$ cat src/verilog/strap_pins_defs.svh
`ifndef STRAP_PINS_DEFS_SVH
`define STRAP_PINS_DEFS_SVH

// Clock rate and timing.
`define CLK_FREQ_MHZ          200
`define STRAP_SAMPLE_TIME_US  1000
`define STRAP_SAMPLE_CYCLES   (`STRAP_SAMPLE_TIME_US * `CLK_FREQ_MHZ)
`define READY_TIME_MS         125
`define READY_CYCLES          (`READY_TIME_MS * 1000 * `CLK_FREQ_MHZ)
`define WAIT_CNT_W            25

// General-purpose pin layout.
`define GPIO_W                7
`define GPIO_RATE_LSB         0
`define GPIO_RATE_MSB         1
`define GPIO_HOST_MODE        3
`define GPIO_LOW_STRAP        4
`define STRAP_PIN_MASK        7'h0_01B
`define RATE_W                2
`define RATE_RESET            2'h0

// Strap level that selects SPI on the host mode pin.
`define HOST_MODE_SPI_LEVEL   1'h1

// Test port instruction register.
`define IR_W                  4
`define IR_CAPTURE            4'h1
`define IR_BYPASS             4'hF

`endif

$ cat src/verilog/strap_pins_pkg.sv
package strap_pins_pkg;

  // Host control interface personality.
  typedef enum logic {
    HOST_I2C,
    HOST_SPI
  } host_mode_t;

  // Test access port controller states.
  typedef enum logic [3:0] {
    TAP_RESET, TAP_IDLE,
    TAP_SEL_DR, TAP_CAP_DR, TAP_SHIFT_DR, TAP_EXIT1_DR, TAP_PAUSE_DR, TAP_EXIT2_DR, TAP_UPD_DR,
    TAP_SEL_IR, TAP_CAP_IR, TAP_SHIFT_IR, TAP_EXIT1_IR, TAP_PAUSE_IR, TAP_EXIT2_IR, TAP_UPD_IR
  } tap_state_t;

endpackage

$ cat src/verilog/tap_link_if.sv
`timescale 1ns/1ps
`default_nettype none

// Carries the synchronised test pins to the TAP and its answers back.
interface tap_link_if;
  import strap_pins_pkg::*;
  logic       clk_en;
  logic       tck;
  logic       tms;
  logic       tdi;
  logic       trst_n;
  logic       tdo;
  logic       tdo_oe;
  tap_state_t state;

  modport top (output clk_en, tck, tms, tdi, trst_n, input tdo, tdo_oe, state);
  modport tap (input clk_en, tck, tms, tdi, trst_n, output tdo, tdo_oe, state);
endinterface

`default_nettype wire

$ cat src/verilog/tap_controller.sv
`timescale 1ns/1ps
`default_nettype none
`include "strap_pins_defs.svh"

module tap_controller (
  input  wire logic  clk_in,
  input  wire logic  reset_in,
  tap_link_if.tap    link
);
  import strap_pins_pkg::*;

  tap_state_t       state_q;
  logic             tck_prev_q;
  logic [`IR_W-1:0] ir_shift_q;
  logic [`IR_W-1:0] ir_q;
  logic             bypass_q;
  logic             tdo_q;
  logic             tdo_oe_q;
  logic             tck_rise;
  logic             tck_fall;

  // Standard TAP walk steered by the mode select level.
  function automatic tap_state_t tap_next(input tap_state_t s, input logic m);
    unique case (s)
      TAP_RESET:    tap_next = m ? TAP_RESET  : TAP_IDLE;
      TAP_IDLE:     tap_next = m ? TAP_SEL_DR : TAP_IDLE;
      TAP_SEL_DR:   tap_next = m ? TAP_SEL_IR : TAP_CAP_DR;
      TAP_CAP_DR:   tap_next = m ? TAP_EXIT1_DR : TAP_SHIFT_DR;
      TAP_SHIFT_DR: tap_next = m ? TAP_EXIT1_DR : TAP_SHIFT_DR;
      TAP_EXIT1_DR: tap_next = m ? TAP_UPD_DR : TAP_PAUSE_DR;
      TAP_PAUSE_DR: tap_next = m ? TAP_EXIT2_DR : TAP_PAUSE_DR;
      TAP_EXIT2_DR: tap_next = m ? TAP_UPD_DR : TAP_SHIFT_DR;
      TAP_UPD_DR:   tap_next = m ? TAP_SEL_DR : TAP_IDLE;
      TAP_SEL_IR:   tap_next = m ? TAP_RESET  : TAP_CAP_IR;
      TAP_CAP_IR:   tap_next = m ? TAP_EXIT1_IR : TAP_SHIFT_IR;
      TAP_SHIFT_IR: tap_next = m ? TAP_EXIT1_IR : TAP_SHIFT_IR;
      TAP_EXIT1_IR: tap_next = m ? TAP_UPD_IR : TAP_PAUSE_IR;
      TAP_PAUSE_IR: tap_next = m ? TAP_EXIT2_IR : TAP_PAUSE_IR;
      TAP_EXIT2_IR: tap_next = m ? TAP_UPD_IR : TAP_SHIFT_IR;
      TAP_UPD_IR:   tap_next = m ? TAP_SEL_DR : TAP_IDLE;
    endcase
  endfunction

  // Edges of the sampled test clock; the pins arrive already synchronised.
  assign tck_rise = link.tck & ~tck_prev_q;
  assign tck_fall = ~link.tck & tck_prev_q;

  always_ff @(posedge clk_in) begin
    if (reset_in) begin
      tck_prev_q <= 1'h0;
    end else if (link.clk_en) begin
      tck_prev_q <= link.tck;
    end
  end

  // State walk; test reset low wins at once, with no test clock edge needed.
  always_ff @(posedge clk_in) begin
    if (reset_in) begin
      state_q <= TAP_RESET;
    end else if (link.clk_en) begin
      if (!link.trst_n) begin
        state_q <= TAP_RESET;
      end else if (tck_rise) begin
        state_q <= tap_next(state_q, link.tms);
      end
    end
  end

  // Instruction and bypass paths shift on the rising test clock.
  always_ff @(posedge clk_in) begin
    if (reset_in) begin
      ir_shift_q <= `IR_BYPASS;
      ir_q       <= `IR_BYPASS;
      bypass_q   <= 1'h0;
    end else if (link.clk_en) begin
      if (!link.trst_n || (tck_rise && state_q == TAP_RESET)) begin
        ir_q <= `IR_BYPASS;
      end else if (tck_rise) begin
        unique case (state_q)
          TAP_CAP_IR:   ir_shift_q <= `IR_CAPTURE;
          TAP_SHIFT_IR: ir_shift_q <= {link.tdi, ir_shift_q[`IR_W-1:1]};
          TAP_UPD_IR:   ir_q <= ir_shift_q;
          TAP_CAP_DR:   bypass_q <= 1'h0;
          TAP_SHIFT_DR: bypass_q <= link.tdi;
          default:      ir_q <= ir_q;
        endcase
      end
    end
  end

  // Output stage turns on the falling edge; only shift states drive the pin.
  always_ff @(posedge clk_in) begin
    if (reset_in) begin
      tdo_q    <= 1'h0;
      tdo_oe_q <= 1'h0;
    end else if (link.clk_en) begin
      if (!link.trst_n) begin
        tdo_oe_q <= 1'h0;
      end else if (tck_fall) begin
        tdo_q    <= (state_q == TAP_SHIFT_IR) ? ir_shift_q[0] : bypass_q;
        tdo_oe_q <= (state_q == TAP_SHIFT_IR) || (state_q == TAP_SHIFT_DR);
      end
    end
  end

  assign link.tdo    = tdo_q;
  assign link.tdo_oe = tdo_oe_q;
  assign link.state  = state_q;

endmodule

`default_nettype wire

$ cat src/verilog/reset_strap_and_host_pins.sv
`timescale 1ns/1ps
`default_nettype none
`include "strap_pins_defs.svh"

module reset_strap_and_host_pins #(
  parameter int unsigned STRAP_SAMPLE_CYCLES = `STRAP_SAMPLE_CYCLES,
  parameter int unsigned READY_CYCLES        = `READY_CYCLES
) (
  input  wire logic                      clk_in,
  input  wire logic                      reset_in,
  input  wire logic                      clk_en_in,
  input  wire logic                      por_n_in,
  // General-purpose pins and their user side.
  input  wire logic [`GPIO_W-1:0]        gpio_pin_in,
  output logic      [`GPIO_W-1:0]        gpio_pin_out,
  output logic      [`GPIO_W-1:0]        gpio_pin_oe_out,
  input  wire logic [`GPIO_W-1:0]        gpio_drive_in,
  input  wire logic [`GPIO_W-1:0]        gpio_oe_req_in,
  output logic      [`GPIO_W-1:0]        gpio_level_out,
  // Serial host pins.
  input  wire logic                      sck_pin_in,
  input  wire logic                      si_pin_in,
  output logic                           si_pin_out,
  output logic                           si_pin_oe_out,
  input  wire logic                      serial_out_addr_sel_hi_in,
  output logic                           serial_out_addr_sel_hi_out,
  output logic                           serial_out_addr_sel_hi_oe_out,
  input  wire logic                      select_n_addr_sel_lo_in,
  // Serial engine side.
  input  wire logic                      spi_read_bit_in,
  input  wire logic                      spi_read_en_in,
  input  wire logic                      sda_pull_low_in,
  output logic                           spi_sck_out,
  output logic                           spi_data_out,
  output logic                           spi_select_out,
  output logic                           i2c_scl_out,
  output logic                           i2c_sda_out,
  output logic      [1:0]                i2c_addr_sel_out,
  // Strap results and readiness.
  output strap_pins_pkg::host_mode_t     host_mode_out,
  output logic      [`RATE_W-1:0]        clk_rate_sel_out,
  output logic                           straps_valid_out,
  output logic                           low_strap_fault_out,
  output logic                           device_ready_out,
  output logic                           device_reset_out,
  // Test port pins.
  input  wire logic                      tck_in,
  input  wire logic                      tms_in,
  input  wire logic                      tdi_in,
  input  wire logic                      trst_n_in,
  output logic                           tdo_out,
  output logic                           tdo_oe_out,
  output strap_pins_pkg::tap_state_t     tap_state_out
);
  import strap_pins_pkg::*;

  //////////////////////////////////////////////////////////////////////////////
  // Pin synchronisers.

  logic [`GPIO_W-1:0]     gpio_meta_q;
  logic [`GPIO_W-1:0]     gpio_sync_q;
  logic [8:0]             pins_meta_q;
  logic [8:0]             pins_sync_q;
  logic                   por_n_s;
  logic                   sck_s;
  logic                   si_s;
  logic                   so_s;
  logic                   sel_n_s;
  logic                   tck_s;
  logic                   tms_s;
  logic                   tdi_s;
  logic                   trst_n_s;
  logic                   core_reset;

  // Two stages per pin; only the second stage is read by any logic.
  always_ff @(posedge clk_in) begin
    if (reset_in) begin
      gpio_meta_q <= 7'h0_000;
      gpio_sync_q <= 7'h0_000;
      pins_meta_q <= 9'h0_000;
      pins_sync_q <= 9'h0_000;
    end else if (clk_en_in) begin
      gpio_meta_q <= gpio_pin_in;
      gpio_sync_q <= gpio_meta_q;
      pins_meta_q <= {por_n_in, sck_pin_in, si_pin_in, serial_out_addr_sel_hi_in,
                      select_n_addr_sel_lo_in, tck_in, tms_in, tdi_in, trst_n_in};
      pins_sync_q <= pins_meta_q;
    end
  end

  assign {por_n_s, sck_s, si_s, so_s, sel_n_s, tck_s, tms_s, tdi_s, trst_n_s} = pins_sync_q;

  // Power-on reset pin low clears every piece of device state below.
  assign core_reset       = reset_in | ~por_n_s;
  assign device_reset_out = core_reset;

  //////////////////////////////////////////////////////////////////////////////
  // Strap window timer and latch.

  logic [`WAIT_CNT_W-1:0] wait_cnt_q;
  logic                   straps_valid_q;
  logic                   ready_q;
  host_mode_t             host_mode_q;
  logic [`RATE_W-1:0]     rate_q;
  logic                   low_fault_q;
  logic                   host_mode_strap_pin;
  logic                   low_strap_pin;

  assign host_mode_strap_pin = gpio_sync_q[`GPIO_HOST_MODE];
  assign low_strap_pin       = gpio_sync_q[`GPIO_LOW_STRAP];

  // Counts from the release of reset and stops once the ready time is reached.
  always_ff @(posedge clk_in) begin
    if (core_reset) begin
      wait_cnt_q <= 25'h000_0000;
    end else if (clk_en_in && !ready_q) begin
      wait_cnt_q <= wait_cnt_q + 25'h000_0001;
    end
  end

  // Straps are caught once, early in the board's hold window, and then frozen.
  // Sampling well before the window closes leaves margin for slow pull resistors.
  always_ff @(posedge clk_in) begin
    if (core_reset) begin
      straps_valid_q <= 1'h0;
      host_mode_q    <= HOST_I2C;
      rate_q         <= `RATE_RESET;
      low_fault_q    <= 1'h0;
    end else if (clk_en_in && !straps_valid_q &&
                 wait_cnt_q == `WAIT_CNT_W'(STRAP_SAMPLE_CYCLES)) begin
      straps_valid_q <= 1'h1;
      host_mode_q    <= (host_mode_strap_pin == `HOST_MODE_SPI_LEVEL) ? HOST_SPI
                                                                       : HOST_I2C;
      rate_q         <= gpio_sync_q[`GPIO_RATE_MSB:`GPIO_RATE_LSB];
      low_fault_q    <= low_strap_pin;
    end
  end

  // Ready flag rises when the full hold time has passed after reset release.
  always_ff @(posedge clk_in) begin
    if (core_reset) begin
      ready_q <= 1'h0;
    end else if (clk_en_in && wait_cnt_q == `WAIT_CNT_W'(READY_CYCLES)) begin
      ready_q <= 1'h1;
    end
  end

  assign host_mode_out       = host_mode_q;
  assign clk_rate_sel_out    = rate_q;
  assign straps_valid_out    = straps_valid_q;
  assign low_strap_fault_out = low_fault_q;
  assign device_ready_out    = ready_q;

  //////////////////////////////////////////////////////////////////////////////
  // General-purpose pin drivers.

  logic [`GPIO_W-1:0] gpio_out_q;
  logic [`GPIO_W-1:0] gpio_oe_q;

  // Strap pins stay undriven until the board may release them; the other three
  // pins 2, 5 and 6 carry no strap meaning and work as plain I/O from reset on.
  always_ff @(posedge clk_in) begin
    if (core_reset) begin
      gpio_out_q <= 7'h0_000;
      gpio_oe_q  <= 7'h0_000;
    end else if (clk_en_in) begin
      gpio_out_q <= gpio_drive_in;
      gpio_oe_q  <= gpio_oe_req_in & (ready_q ? 7'h0_07F : ~`STRAP_PIN_MASK);
    end
  end

  assign gpio_pin_out    = gpio_out_q;
  assign gpio_pin_oe_out = gpio_oe_q;
  assign gpio_level_out  = gpio_sync_q;

  //////////////////////////////////////////////////////////////////////////////
  // Serial host pin roles.

  logic       spi_sel_q;
  logic       spi_sck_q;
  logic       spi_data_q;
  logic       so_q;
  logic       so_oe_q;
  logic       scl_q;
  logic       sda_q;
  logic       sda_oe_q;
  logic [1:0] asel_q;
  logic       is_spi;

  // SPI routing and the SDA drive wait for the straps; I2C clock, data and address selects pass from reset on.
  assign is_spi = straps_valid_q && host_mode_q == HOST_SPI;

  // SPI role: the engine sees clock and serial input only while selected low.
  always_ff @(posedge clk_in) begin
    if (core_reset) begin
      spi_sel_q  <= 1'h0;
      spi_sck_q  <= 1'h0;
      spi_data_q <= 1'h0;
    end else if (clk_en_in) begin
      spi_sel_q  <= is_spi && !sel_n_s;
      spi_sck_q  <= is_spi && !sel_n_s && sck_s;
      spi_data_q <= is_spi && !sel_n_s && si_s;
    end
  end

  // Read data leaves on the serial output, driven only while selected.
  always_ff @(posedge clk_in) begin
    if (core_reset) begin
      so_q    <= 1'h0;
      so_oe_q <= 1'h0;
    end else if (clk_en_in) begin
      so_q    <= spi_read_bit_in;
      so_oe_q <= is_spi && !sel_n_s && spi_read_en_in;
    end
  end

  // I2C role: clock pin becomes SCL, serial input becomes open-drain SDA,
  // and the select and serial output pins become address selects.
  always_ff @(posedge clk_in) begin
    if (core_reset) begin
      scl_q    <= 1'h1;
      sda_q    <= 1'h1;
      sda_oe_q <= 1'h0;
      asel_q   <= 2'h0;
    end else if (clk_en_in) begin
      scl_q    <= is_spi ? 1'h1 : sck_s;
      sda_q    <= is_spi ? 1'h1 : si_s;
      sda_oe_q <= straps_valid_q && !is_spi && sda_pull_low_in;
      asel_q   <= is_spi ? 2'h0 : {so_s, sel_n_s};
    end
  end

  assign spi_select_out                = spi_sel_q;
  assign spi_sck_out                   = spi_sck_q;
  assign spi_data_out                  = spi_data_q;
  assign serial_out_addr_sel_hi_out    = so_q;
  assign serial_out_addr_sel_hi_oe_out = so_oe_q;
  assign i2c_scl_out                   = scl_q;
  assign i2c_sda_out                   = sda_q;
  assign si_pin_out                    = 1'h0; // Open drain: only ever pulls low.
  assign si_pin_oe_out                 = sda_oe_q;
  assign i2c_addr_sel_out              = asel_q;

  //////////////////////////////////////////////////////////////////////////////
  // Test access port.

  tap_link_if tap_link ();

  assign tap_link.clk_en = clk_en_in;
  assign tap_link.tck    = tck_s;
  assign tap_link.tms    = tms_s;
  assign tap_link.tdi    = tdi_s;
  assign tap_link.trst_n = trst_n_s;

  tap_controller tap_u (
    .clk_in   (clk_in),
    .reset_in (core_reset),
    .link     (tap_link)
  );

  assign tdo_out       = tap_link.tdo;
  assign tdo_oe_out    = tap_link.tdo_oe;
  assign tap_state_out = tap_link.state;

endmodule

`default_nettype wire

$ cat config.mk
export PLATFORM = sky130hd
export DESIGN_NAME = reset_strap_and_host_pins
export DESIGN_NICKNAME = d
export VERILOG_FILES = /design/src/verilog/strap_pins_pkg.sv /design/src/verilog/tap_link_if.sv /design/src/verilog/tap_controller.sv /design/src/verilog/reset_strap_and_host_pins.sv
export VERILOG_INCLUDE_DIRS = /design/src /design/src/verilog
export SDC_FILE = /design/constraint.sdc
export NUM_CORES = 1
export LEC_CHECK = 0
export BUFFER_PORTS_ARGS = -buffer_cell sky130_fd_sc_hd__buf_4
export CAP_MARGIN = 0
export CORE_MARGIN = 5
export CORE_UTILIZATION = 40
export DETAILED_ROUTE_END_ITERATION = 10
export GPL_TIMING_DRIVEN = 0
export PLACE_DENSITY = 0.68
export SLEW_MARGIN = 0
export SYNTH_ARGS = -nofsm -noshare
export SYNTH_HDL_FRONTEND = slang
export SYNTH_HIERARCHICAL = 1
export SYNTH_SLANG_ARGS = --single-unit
$ cat constraint.sdc
create_clock -name clk_in -period 5.5 [get_ports clk_in]
set_input_delay 0.275 -clock clk_in [delete_from_list [all_inputs] [get_ports clk_in]]
set_output_delay 0.275 -clock clk_in [all_outputs]
set_load 0.005 [all_outputs]
-- After elaboration in Yosys (flattened, before gate mapping)
Index checks and enable logic that the tools add are counted.
- register bits: 99
- input bits: 36
- output and inout bits: 45
- word-level logic and storage cells: 110
- add/subtract/negate cells: 1
- eq/ne operators: 19
- muxes and demuxes: 25
- bitwise logic cells: 8
- reductions and logical operators: 30
- operators by type and width (kind ; count):
    $pmux W4 S12 ; 1
    $eq A4 B4 Y1 const B ; 8
    $add A25 B1 Y25 const B ; 1
    $eq A25 B18 Y1 const B ; 1
    $eq A25 B25 Y1 const B ; 1
    $mux W4 ; 6
    $eq A4 B3 Y1 const B ; 4
    $logic_and A1 B1 Y1 ; 12
    $mux W1 ; 9
    $eq A4 B2 Y1 const B ; 2
    $mux W2 ; 4
    $pmux W4 S2 ; 1
    $reduce_and A4 Y1 ; 2
    $and A7 B7 Y7 ; 1
    $mux W3 ; 2
    $logic_not A1 Y1 ; 5
    $mux W5 ; 1
    $eq A4 B1 Y1 const B ; 1
    $logic_not A4 Y1 ; 1
    $ne A2 B1 Y1 const B ; 2
    $not A1 Y1 ; 4
    $reduce_and A2 Y1 ; 2
    $reduce_bool A2 Y1 ; 2
    $reduce_or A2 Y1 ; 2
    other kinds (6) ; 8

-- Depth between registers and ports, before layout
Gate-level depths: netlist (run 1).
- depth after elaboration: 6
- mapped depth: 8
- depth with buffers taken out: 6

-- By module
Netlist (run 1), hierarchy kept.
- by module, submodules not included (module ; instances ; cells an instance ; area each (um^2) ; seq. area each (um^2)):
    reset_strap_and_host_pins ; 1 ; 378 ; 3497.1 ; 1741.7
    tap_controller ; 1 ; 91 ; 795.8 ; 240.2

-- Worst setup path before layout (run 1)
No wires, ideal clock.
- path type: register to register
- start: reg wait_cnt_q[0]
- end: reg wait_cnt_q[16]
- data arrival time: 1.854 ns
- data required time: 5.429 ns
- path slack: 3.575 ns
- stages on the path, launching flop included: 7
- path buffers: 1
- path through: dfxtp_1 > ha_1 > nand4b_4 > or4_4 > buf_6 > or3_1 > a21oi_1
- word-level cells in the longest chain between the ends: 1
- ends and longest elaborated chain (item ; line ; RTL):
    start, declared ; reset_strap_and_host_pins.sv:100 ; logic [`WAIT_CNT_W-1:0] wait_cnt_q;
    start signal, assigned ; reset_strap_and_host_pins.sv:117 ; wait_cnt_q <= wait_cnt_q + 25'h000_0001;
    $add A25 B1 Y25 ; reset_strap_and_host_pins.sv:117 ;
No other way between the ends.
A chain may end at the register's enable or synchronous reset.

-- Final worst setup path (run 1)
- start: reg pins_sync_q[8]
- end: out device_reset_out
- word-level cells in the longest chain between the ends: 2
- ends and longest elaborated chain (item ; line ; RTL):
    start, declared ; reset_strap_and_host_pins.sv:63 ; logic [8:0] pins_sync_q;
    start signal, assigned ; reset_strap_and_host_pins.sv:87 ; pins_sync_q <= pins_meta_q;
    $not A1 Y1 ; reset_strap_and_host_pins.sv:94 ; assign core_reset = reset_in | ~por_n_s;
    $or A1 B1 Y1 ; reset_strap_and_host_pins.sv:94 ;
    end, declared ; reset_strap_and_host_pins.sv:45 ; output logic device_reset_out,
No other way between the ends.

==> results of run 1 <==
## area by class of cell
class                      instances  area share (%)
clock buffer                      12           2.558
clock inverter                     4           1.871
buffer                            31           3.695
tap                              136           3.221
multi-input combinational        331           39.48
timing repair buffer              78           11.08
inverter                           8          0.5685
sequential                        99           37.52
## cells by family (layout without fill, tap and decap cells)
group | count (synthesis) | after routing | share of synthesized area, %
AOI/OAI and AO/OA | 80 | 80 | 10.76
xor gates and xnor gates | 10 | 10 | 2.040
adders and majority gates | 2 | 2 | 0.5828
buffers and inverters | 39 | 133 | 5.246
DFF | 99 | 99 | 46.17
muxes | 47 | 47 | 11.02
other | 1 | 1 | 0.08735
and+or+nand+nor | 191 | 191 | 24.10
## registers in the layout, summed over array words and instances (netlist names), 2 cells and up
signal            count
gpio_level_out        7
gpio_pin_oe_out       7
clk_rate_sel_out      2
gpio_pin_out          7
wait_cnt_q           25
pins_sync_q           9
gpio_meta_q           7
i2c_addr_sel_out      2
pins_meta_q           9
tap_u/link.state      4
tap_u/ir_shift_q      4
## metal layers
layer | wire length (um) | global-route usage, % | vias up
met5 | 0 | 0 | -
met4 | 252 | 7.452 | 0
met3 | 861 | 5.676 | 14
met2 | 4762 | 25.99 | 108
met1 | 4682 | 20.56 | 1749
li1 | - | - | 1829
## placed cells by master (no fill, tap or decap), drive strengths merged, types with 2 or more instances in the layout
cell	n
ha	2
nor4bb	3
and3	6
or4	4
o31ai	2
clkbuf	30
mux2	2
or2	2
nand2b	5
nor2b	6
nor4	3
nor3	7
nand2	28
a21oi	37
nand3b	4
nand4b	5
or3	14
xor2	4
buf	91
bufinv	3
and4	3
a221oi	2
a22oi	3
mux2i	45
nand3	20
nor4b	4
a211o	3
xnor2	6
inv	8
nand4	7
dfxtp	99
o21ai	24
nor2	66
## per-stage QoR
stage | hold WS (ps) | setup slack [ps]
2_1_floorplan | 419.1 | 3575
3_3_place_gp | 435.7 | 3347
3_5_place_dp | 440.7 | 3341
4_1_cts | 125.8 | 3139
5_1_grt | 130.3 | 2989
6_report | 145.3 | 3168
## worst max path at each step
stage | end | from | depth (start not counted)
floorplan | wait_cnt_q[16] | wait_cnt_q[0] | 6
global placement | tap_u/link.state[3] | reset_in | 8
detailed placement | tap_u/link.state[3] | reset_in | 8
CTS | device_reset_out | pins_sync_q[8] | 5
global route | device_reset_out | pins_sync_q[8] | 5
finish | device_reset_out | pins_sync_q[8] | 5
## worst min-delay path, cell delays in order
cell and delay, ps:
sky130_fd_sc_hd__buf_4 80, sky130_fd_sc_hd__mux2i_1 50, sky130_fd_sc_hd__nor2_1 70
## power breakdown
part / leakage, nW / total [mW] / switching [mW] / internal (mW)
registers: 0.802 / 0.736 / 0.00781 / 0.728
logic: 1.15 / 0.0774 / 0.0372 / 0.0402
clock network: 0.115 / 0.547 / 0.243 / 0.304
==> flow_summary.rst, run 1 <==
.. list-table::
   :header-rows: 1

   * - Metric
     - Value
   * - Final Cell Area
     - 5283 um2
   * - Post-Route WL
     - 10560 um
   * - Count of different cell masters after synthesis
     - 57
   * - Biggest cell delay along the critical path
     - 580 ps
   * - Cts repair resizes
     - 0
   * - Die area
     - 12900 um2
   * - Pwr per Cell Area
     - 257.4 nW/um2
   * - Vias after detailed routing
     - 3700
   * - Number of buffers between clock root and the deepest sink
     - 2
   * - Number of synthesized register bits
     - 99
   * - Delay-heaviest family, CP
     - buffers and inverters
   * - Number of cell instances on the worst register-to-register path
     - 6
   * - Initial antenna violation count
     - 0
   * - Final total power
     - ~1.4 mW
   * - Die width
     - 113.6 um
   * - Pin count of the biggest net entering global routing
     - 16
   * - First-pass GRT wire length
     - around 17000 um
   * - Final setup violating endpoints
     - 0
   * - Worst hold path stage count
     - 3
   * - Diode insertion count for antenna repair
     - 0
   * - Cell with the most instances after synthesis
     - sky130_fd_sc_hd__dfxtp_1
   * - Crit Reg-Reg Endpoint
     - wait_cnt_q[16]
   * - Initial DRC Count
     - between 200 and 300
   * - Number of nets in the synthesized netlist
     - 507
   * - Startpoint Class
     - flip-flop
   * - Net count of the finished layout
     - 596
   * - # clock sinks
     - 99
   * - Layout cells sized above 1
     - 20.78%
   * - Sum Neg Setup Slack
     - 0 ps
   * - Final standard cell count with taps included and fillers excluded
     - 699
   * - Synth area leaders
     - sky130_fd_sc_hd__dfxtp_1 46%, sky130_fd_sc_hd__mux2i_1 10%, sky130_fd_sc_hd__nor2_1 5.8%, sky130_fd_sc_hd__a21oi_1 4.3%, sky130_fd_sc_hd__nand2_1 2.4%
   * - I/O pin total
     - 81
   * - Worst Setup Path Type
     - flip-flop to primary output
   * - Final hold violation count
     - 0
   * - Required time at the worst-slack endpoint
     - 5220 ps
   * - R2r startpoint
     - wait_cnt_q[0]
   * - Max-slew headroom
     - 52.58%
   * - Most used cell along the critical path
     - sky130_fd_sc_hd__clkbuf_1
   * - Row Count
     - 37
   * - Core footprint
     - 10420 um2
   * - Grt total ovfl
     - 0
   * - Average cell area after synthesis
     - around 9.2 um2
   * - Most used DFF post-synth
     - sky130_fd_sc_hd__dfxtp_1
   * - Starting density of the core
     - 41.21%
   * - Detailed-route wire length per cell
     - 15.11 um
   * - Ratio of routed vias to standard cells
     - 5.293
   * - Number of warnings reported in the yosys synthesis log
     - 6
   * - Actual transition at the worst max-transition pin
     - 711.3 ps
   * - Peak Freq
     - 0.4288 GHz
   * - Register Area
     - 1982 um2
   * - Die Y-Extent
     - 113.6 um
   * - Endpoint, Worst Hold
     - pins_meta_q[7]
   * - Number of flops mapped to enable cells by yosys
     - 0
   * - Vias in the first global route
     - 3609
   * - Final Max Tran Viols
     - 0
   * - Maximum ir drop on the vdd rail
     - 153.6 uV
   * - CTS tree
     - built
   * - Area share of the largest cell type after synthesis
     - ~46%
   * - Origin of the worst min-delay path
     - sck_pin_in
   * - Minimum setup slack among reg-to-reg paths
     - 3410 ps
   * - Crit path max fanout
     - 14
   * - Total leakage power
     - about 2.1 nW
   * - Async set-reset flop share out of synthesis
     - 0%
   * - Cell Chain, Critical Path
     - nor2b_1, clkbuf_1, inv_1, clkbuf_1, buf_4
   * - Cell area reported after detailed placement
     - 5049 um2
   * - Share of the clock period used by the worst path
     - between 40% and 50%
   * - Post-Syn Area
     - ~4300 um2
   * - Setup repair after global routing missed its margin
     - no
   * - Arrival @ worst endpoint
     - around 2100 ps
   * - Number of buffers added by the clock tree synthesis step
     - 9
   * - Placed insts
     - 683
   * - Final Core Density
     - about half
   * - Worst setup skew after layout
     - 7.540 ps
   * - Clock root cell
     - sky130_fd_sc_hd__clkbuf_8
   * - Post-layout minimum cycle time
     - ~2300 ps
   * - Syn-to-layout area delta
     - 23.05%
   * - Fillers
     - 993
   * - RePlAce Congestion
     - between 0.8 and 0.9
   * - Multi-input combinational cell area
     - roughly 2100 um2
   * - Run status
     - finished, final reports clean
   * - Min-Delay Path Class
     - input pin to flip-flop
   * - Crit path buffers/inverters
     - 4
   * - Deepest level of the CTS H-tree
     - 3
   * - Final antenna-violating net count
     - 0
   * - Post-synth top cells
     - 99 x sky130_fd_sc_hd__dfxtp_1, 66 x sky130_fd_sc_hd__nor2_1, 45 x sky130_fd_sc_hd__mux2i_1
   * - Critical Path Slowest Stage Cell
     - sky130_fd_sc_hd__clkbuf_1
   * - DRC errors left
     - 0
   * - Placed wire-length estimate
     - 7771 um
   * - Clk pin slew, worst setup/hold paths
     - approximately 90 ps
   * - Count of buffers added by post-CTS timing repair for setup
     - 0
   * - Clock latency of the later-clocked register in the worst-skew pair
     - around 360 ps
   * - Max_cap viols
     - 0
   * - Cell taking the most area after synthesis
     - sky130_fd_sc_hd__dfxtp_1
   * - Kind of capture point of the worst setup path
     - primary output
   * - # hold bufs at CTS
     - 0
   * - Port-buffer cells
     - 78
   * - Total routing usage reported by global routing
     - 16.58%
   * - Post-synthesis sequential area ratio
     - between 40% and 50%
   * - Pre-antenna DRT Iters
     - 4
   * - Cells after Synth
     - ~470
Note: power is estimated with default switching activity, not from simulation.
==> run 2, diff against run 1 <==
==> constraint.sdc (replaced) <==
create_clock -name clk_in -period 2.2 [get_ports clk_in]
set_input_delay 0.11 -clock clk_in [delete_from_list [all_inputs] [get_ports clk_in]]
set_output_delay 0.11 -clock clk_in [all_outputs]
set_load 0.005 [all_outputs]
==> flow_summary.rst, run 2 (synthesized netlist as in run 1, its figures left out) <==
.. list-table::
   :header-rows: 1

   * - Metric
     - Value
   * - Registers with the most flip-flops
     - wait_cnt_q x25, pins_meta_q x9, pins_sync_q x9
   * - Pwr per Cell Area
     - 617.2 nW/um2
   * - Worst Setup Path Type
     - flip-flop to flip-flop
   * - Share of the clock period used by the worst path
     - a little over nine tenths
   * - Core footprint
     - 10420 um2
   * - Starting density of the core
     - between 40 and 50%
   * - Die width
     - approximately 110 um
   * - Clk pin slew, worst setup/hold paths
     - 90 ps
   * - Worst setup skew after layout
     - around 6 ps
   * - Setup repair after global routing missed its margin
     - no
   * - Layout cells sized above 1
     - roughly a fifth
   * - Initial antenna violation count
     - 0
   * - Net count of the finished layout
     - about 620
   * - Multi-input combinational cell area
     - 2086 um2
   * - Max_cap viols
     - 0
   * - Number of cell instances on the worst register-to-register path
     - 6
   * - Required time at the worst-slack endpoint
     - 2490 ps
   * - Number of buffers between clock root and the deepest sink
     - 2
   * - Clock latency of the later-clocked register in the worst-skew pair
     - about 360 ps
   * - RePlAce Congestion
     - 0.8970
   * - Worst hold path stage count
     - 3
   * - Total routing usage reported by global routing
     - around 17%
   * - Min-Delay Path Class
     - input pin to flip-flop
   * - Placed wire-length estimate
     - 7771 um
   * - Syn-to-layout area delta
     - 29.61%
   * - First-pass GRT wire length
     - between 15000 and 20000 um
   * - Die Y-Extent
     - 113.6 um
   * - Deepest level of the CTS H-tree
     - 3
   * - Detailed-route wire length per cell
     - 15.11 um
   * - Initial DRC Count
     - 264
   * - Origin of the worst min-delay path
     - gpio_oe_req_in[3]
   * - Top library cells by usage in the layout, fill and taps aside
     - 99 x sky130_fd_sc_hd__dfxtp_1, 79 x sky130_fd_sc_hd__buf_4, 66 x sky130_fd_sc_hd__nor2_1, 45 x sky130_fd_sc_hd__mux2i_1, 37 x sky130_fd_sc_hd__a21oi_1
   * - Post-layout worst setup margin
     - ~110 ps
   * - Final antenna-violating net count
     - 0
   * - Post-place setup slack
     - 139.1 ps
   * - Vias in the first global route
     - 3758
   * - Clock root cell
     - sky130_fd_sc_hd__clkbuf_8
   * - Total leakage power
     - around 2.2 nW
   * - Final setup violating endpoints
     - 0
   * - Max-slew headroom
     - 55.84%
   * - Register name with the most flops
     - wait_cnt_q
   * - Pre-antenna DRT Iters
     - 4
   * - Kind of capture point of the worst setup path
     - flip-flop
   * - Peak Freq
     - approximately 0.48 GHz
   * - Cell area reported after detailed placement
     - approximately 5000 um2
   * - Run status
     - finished, final reports clean
   * - Die area
     - 12900 um2
   * - R2r startpoint
     - wait_cnt_q[0]
   * - Startpoint Class
     - flip-flop
   * - CTS tree
     - built
   * - Fillers
     - between 900 and 1000
   * - Crit path max fanout
     - 10
   * - Maximum ir drop on the vdd rail
     - ~430 uV
   * - Post-layout minimum cycle time
     - 2095 ps
   * - Actual transition at the worst max-transition pin
     - 662.4 ps
   * - Register Area
     - 1982 um2
   * - Final hold violation count
     - 0
   * - Port-buffer cells
     - between 70 and 80
   * - Flip-flop count of the largest register after layout
     - 25
   * - # clock sinks
     - 99
   * - Diode insertion count for antenna repair
     - 0
   * - Grt total ovfl
     - 0
   * - Ratio of routed vias to standard cells
     - 5.230
   * - Row Count
     - 37
   * - Final Max Tran Viols
     - 0
   * - Number of buffers added by the clock tree synthesis step
     - 9
   * - Arrival @ worst endpoint
     - 2380 ps
   * - Pin count of the biggest net entering global routing
     - 16
   * - Minimum setup slack among reg-to-reg paths
     - 110 ps
   * - DRC errors left
     - 0
   * - Endpoint, Worst Hold
     - gpio_pin_oe_out[3]
   * - Crit Reg-Reg Endpoint
     - wait_cnt_q[14]
   * - Vias after detailed routing
     - 3802
   * - Sum Neg Setup Slack
     - 0 ps
   * - Final Cell Area
     - 5564 um2
   * - Post-Route WL
     - 10990 um
   * - Final total power
     - 3.434 mW
   * - Most common library cell in the layout ignoring fill and taps
     - sky130_fd_sc_hd__dfxtp_1
   * - I/O pin total
     - 81
[run 2: metrics by stage]
stage | util [%] | hold slack [ps] | std cells
floorplan | - | 254.1 | 469
global placement | 48.47 | 343.6 | 683
detailed placement | 48.47 | 352.2 | 683
CTS | 53.41 | 8.956 | 727
global route | 53.42 | 20.37 | 727
finish | 53.42 | 27.25 | 727
[run 2: worst max-delay path by stage]
stage,endpoint,slack [ps],startpoint
floorplan,wait_cnt_q[16],280,wait_cnt_q[0]
global placement,wait_cnt_q[14],160,wait_cnt_q[0]
detailed placement,wait_cnt_q[22],140,wait_cnt_q[0]
CTS,device_reset_out,4,pins_sync_q[8]
global route,wait_cnt_q[16],30,wait_cnt_q[0]
finish,wait_cnt_q[14],110,wait_cnt_q[0]
[run 2: layer usage]
layer,routed length (um),share of wire (%),vias up,track usage (%)
li1,-,-,1883,-
met2,5081,46,106,27.76
met3,799,7.3,16,5.358
met1,4851,44,1797,21.25
met4,255,2.3,0,7.452
met5,0,0,-,0
[run 2: layout make-up]
class | instances | share of cell area [%]
multi-input cells | 331 | 37.49
flip-flops and latches | 99 | 35.62
repair buffers | 106 | 15.56
plain buffers | 31 | 3.530
well taps | 136 | 3.058
clock buffers | 12 | 2.429
clock inverters | 4 | 1.776
inverters | 8 | 0.5397
[run 2: worst max-delay path, stage by stage (launching register included)]
cell,delay [ps]
sky130_fd_sc_hd__dfxtp_1,400
sky130_fd_sc_hd__ha_1,260
sky130_fd_sc_hd__nand4b_4,140
sky130_fd_sc_hd__or4_4,580
sky130_fd_sc_hd__buf_6,160
sky130_fd_sc_hd__or3_1,340
sky130_fd_sc_hd__a21oi_1,140
[run 2: timing repair]
item,4_1_cts,5_1_grt
setup buffers,0,0
endpoints found under the hold margin,28,0
setup endpoints to repair,0,3
resized for setup,0,2
hold buffers,28,0
[run 2: power breakdown]
part	switching, mW	internal, mW	total (mW)
Combinational	0.103	0.133	0.235
Clock	0.599	0.760	1.36
Sequential	0.0200	1.82	1.84
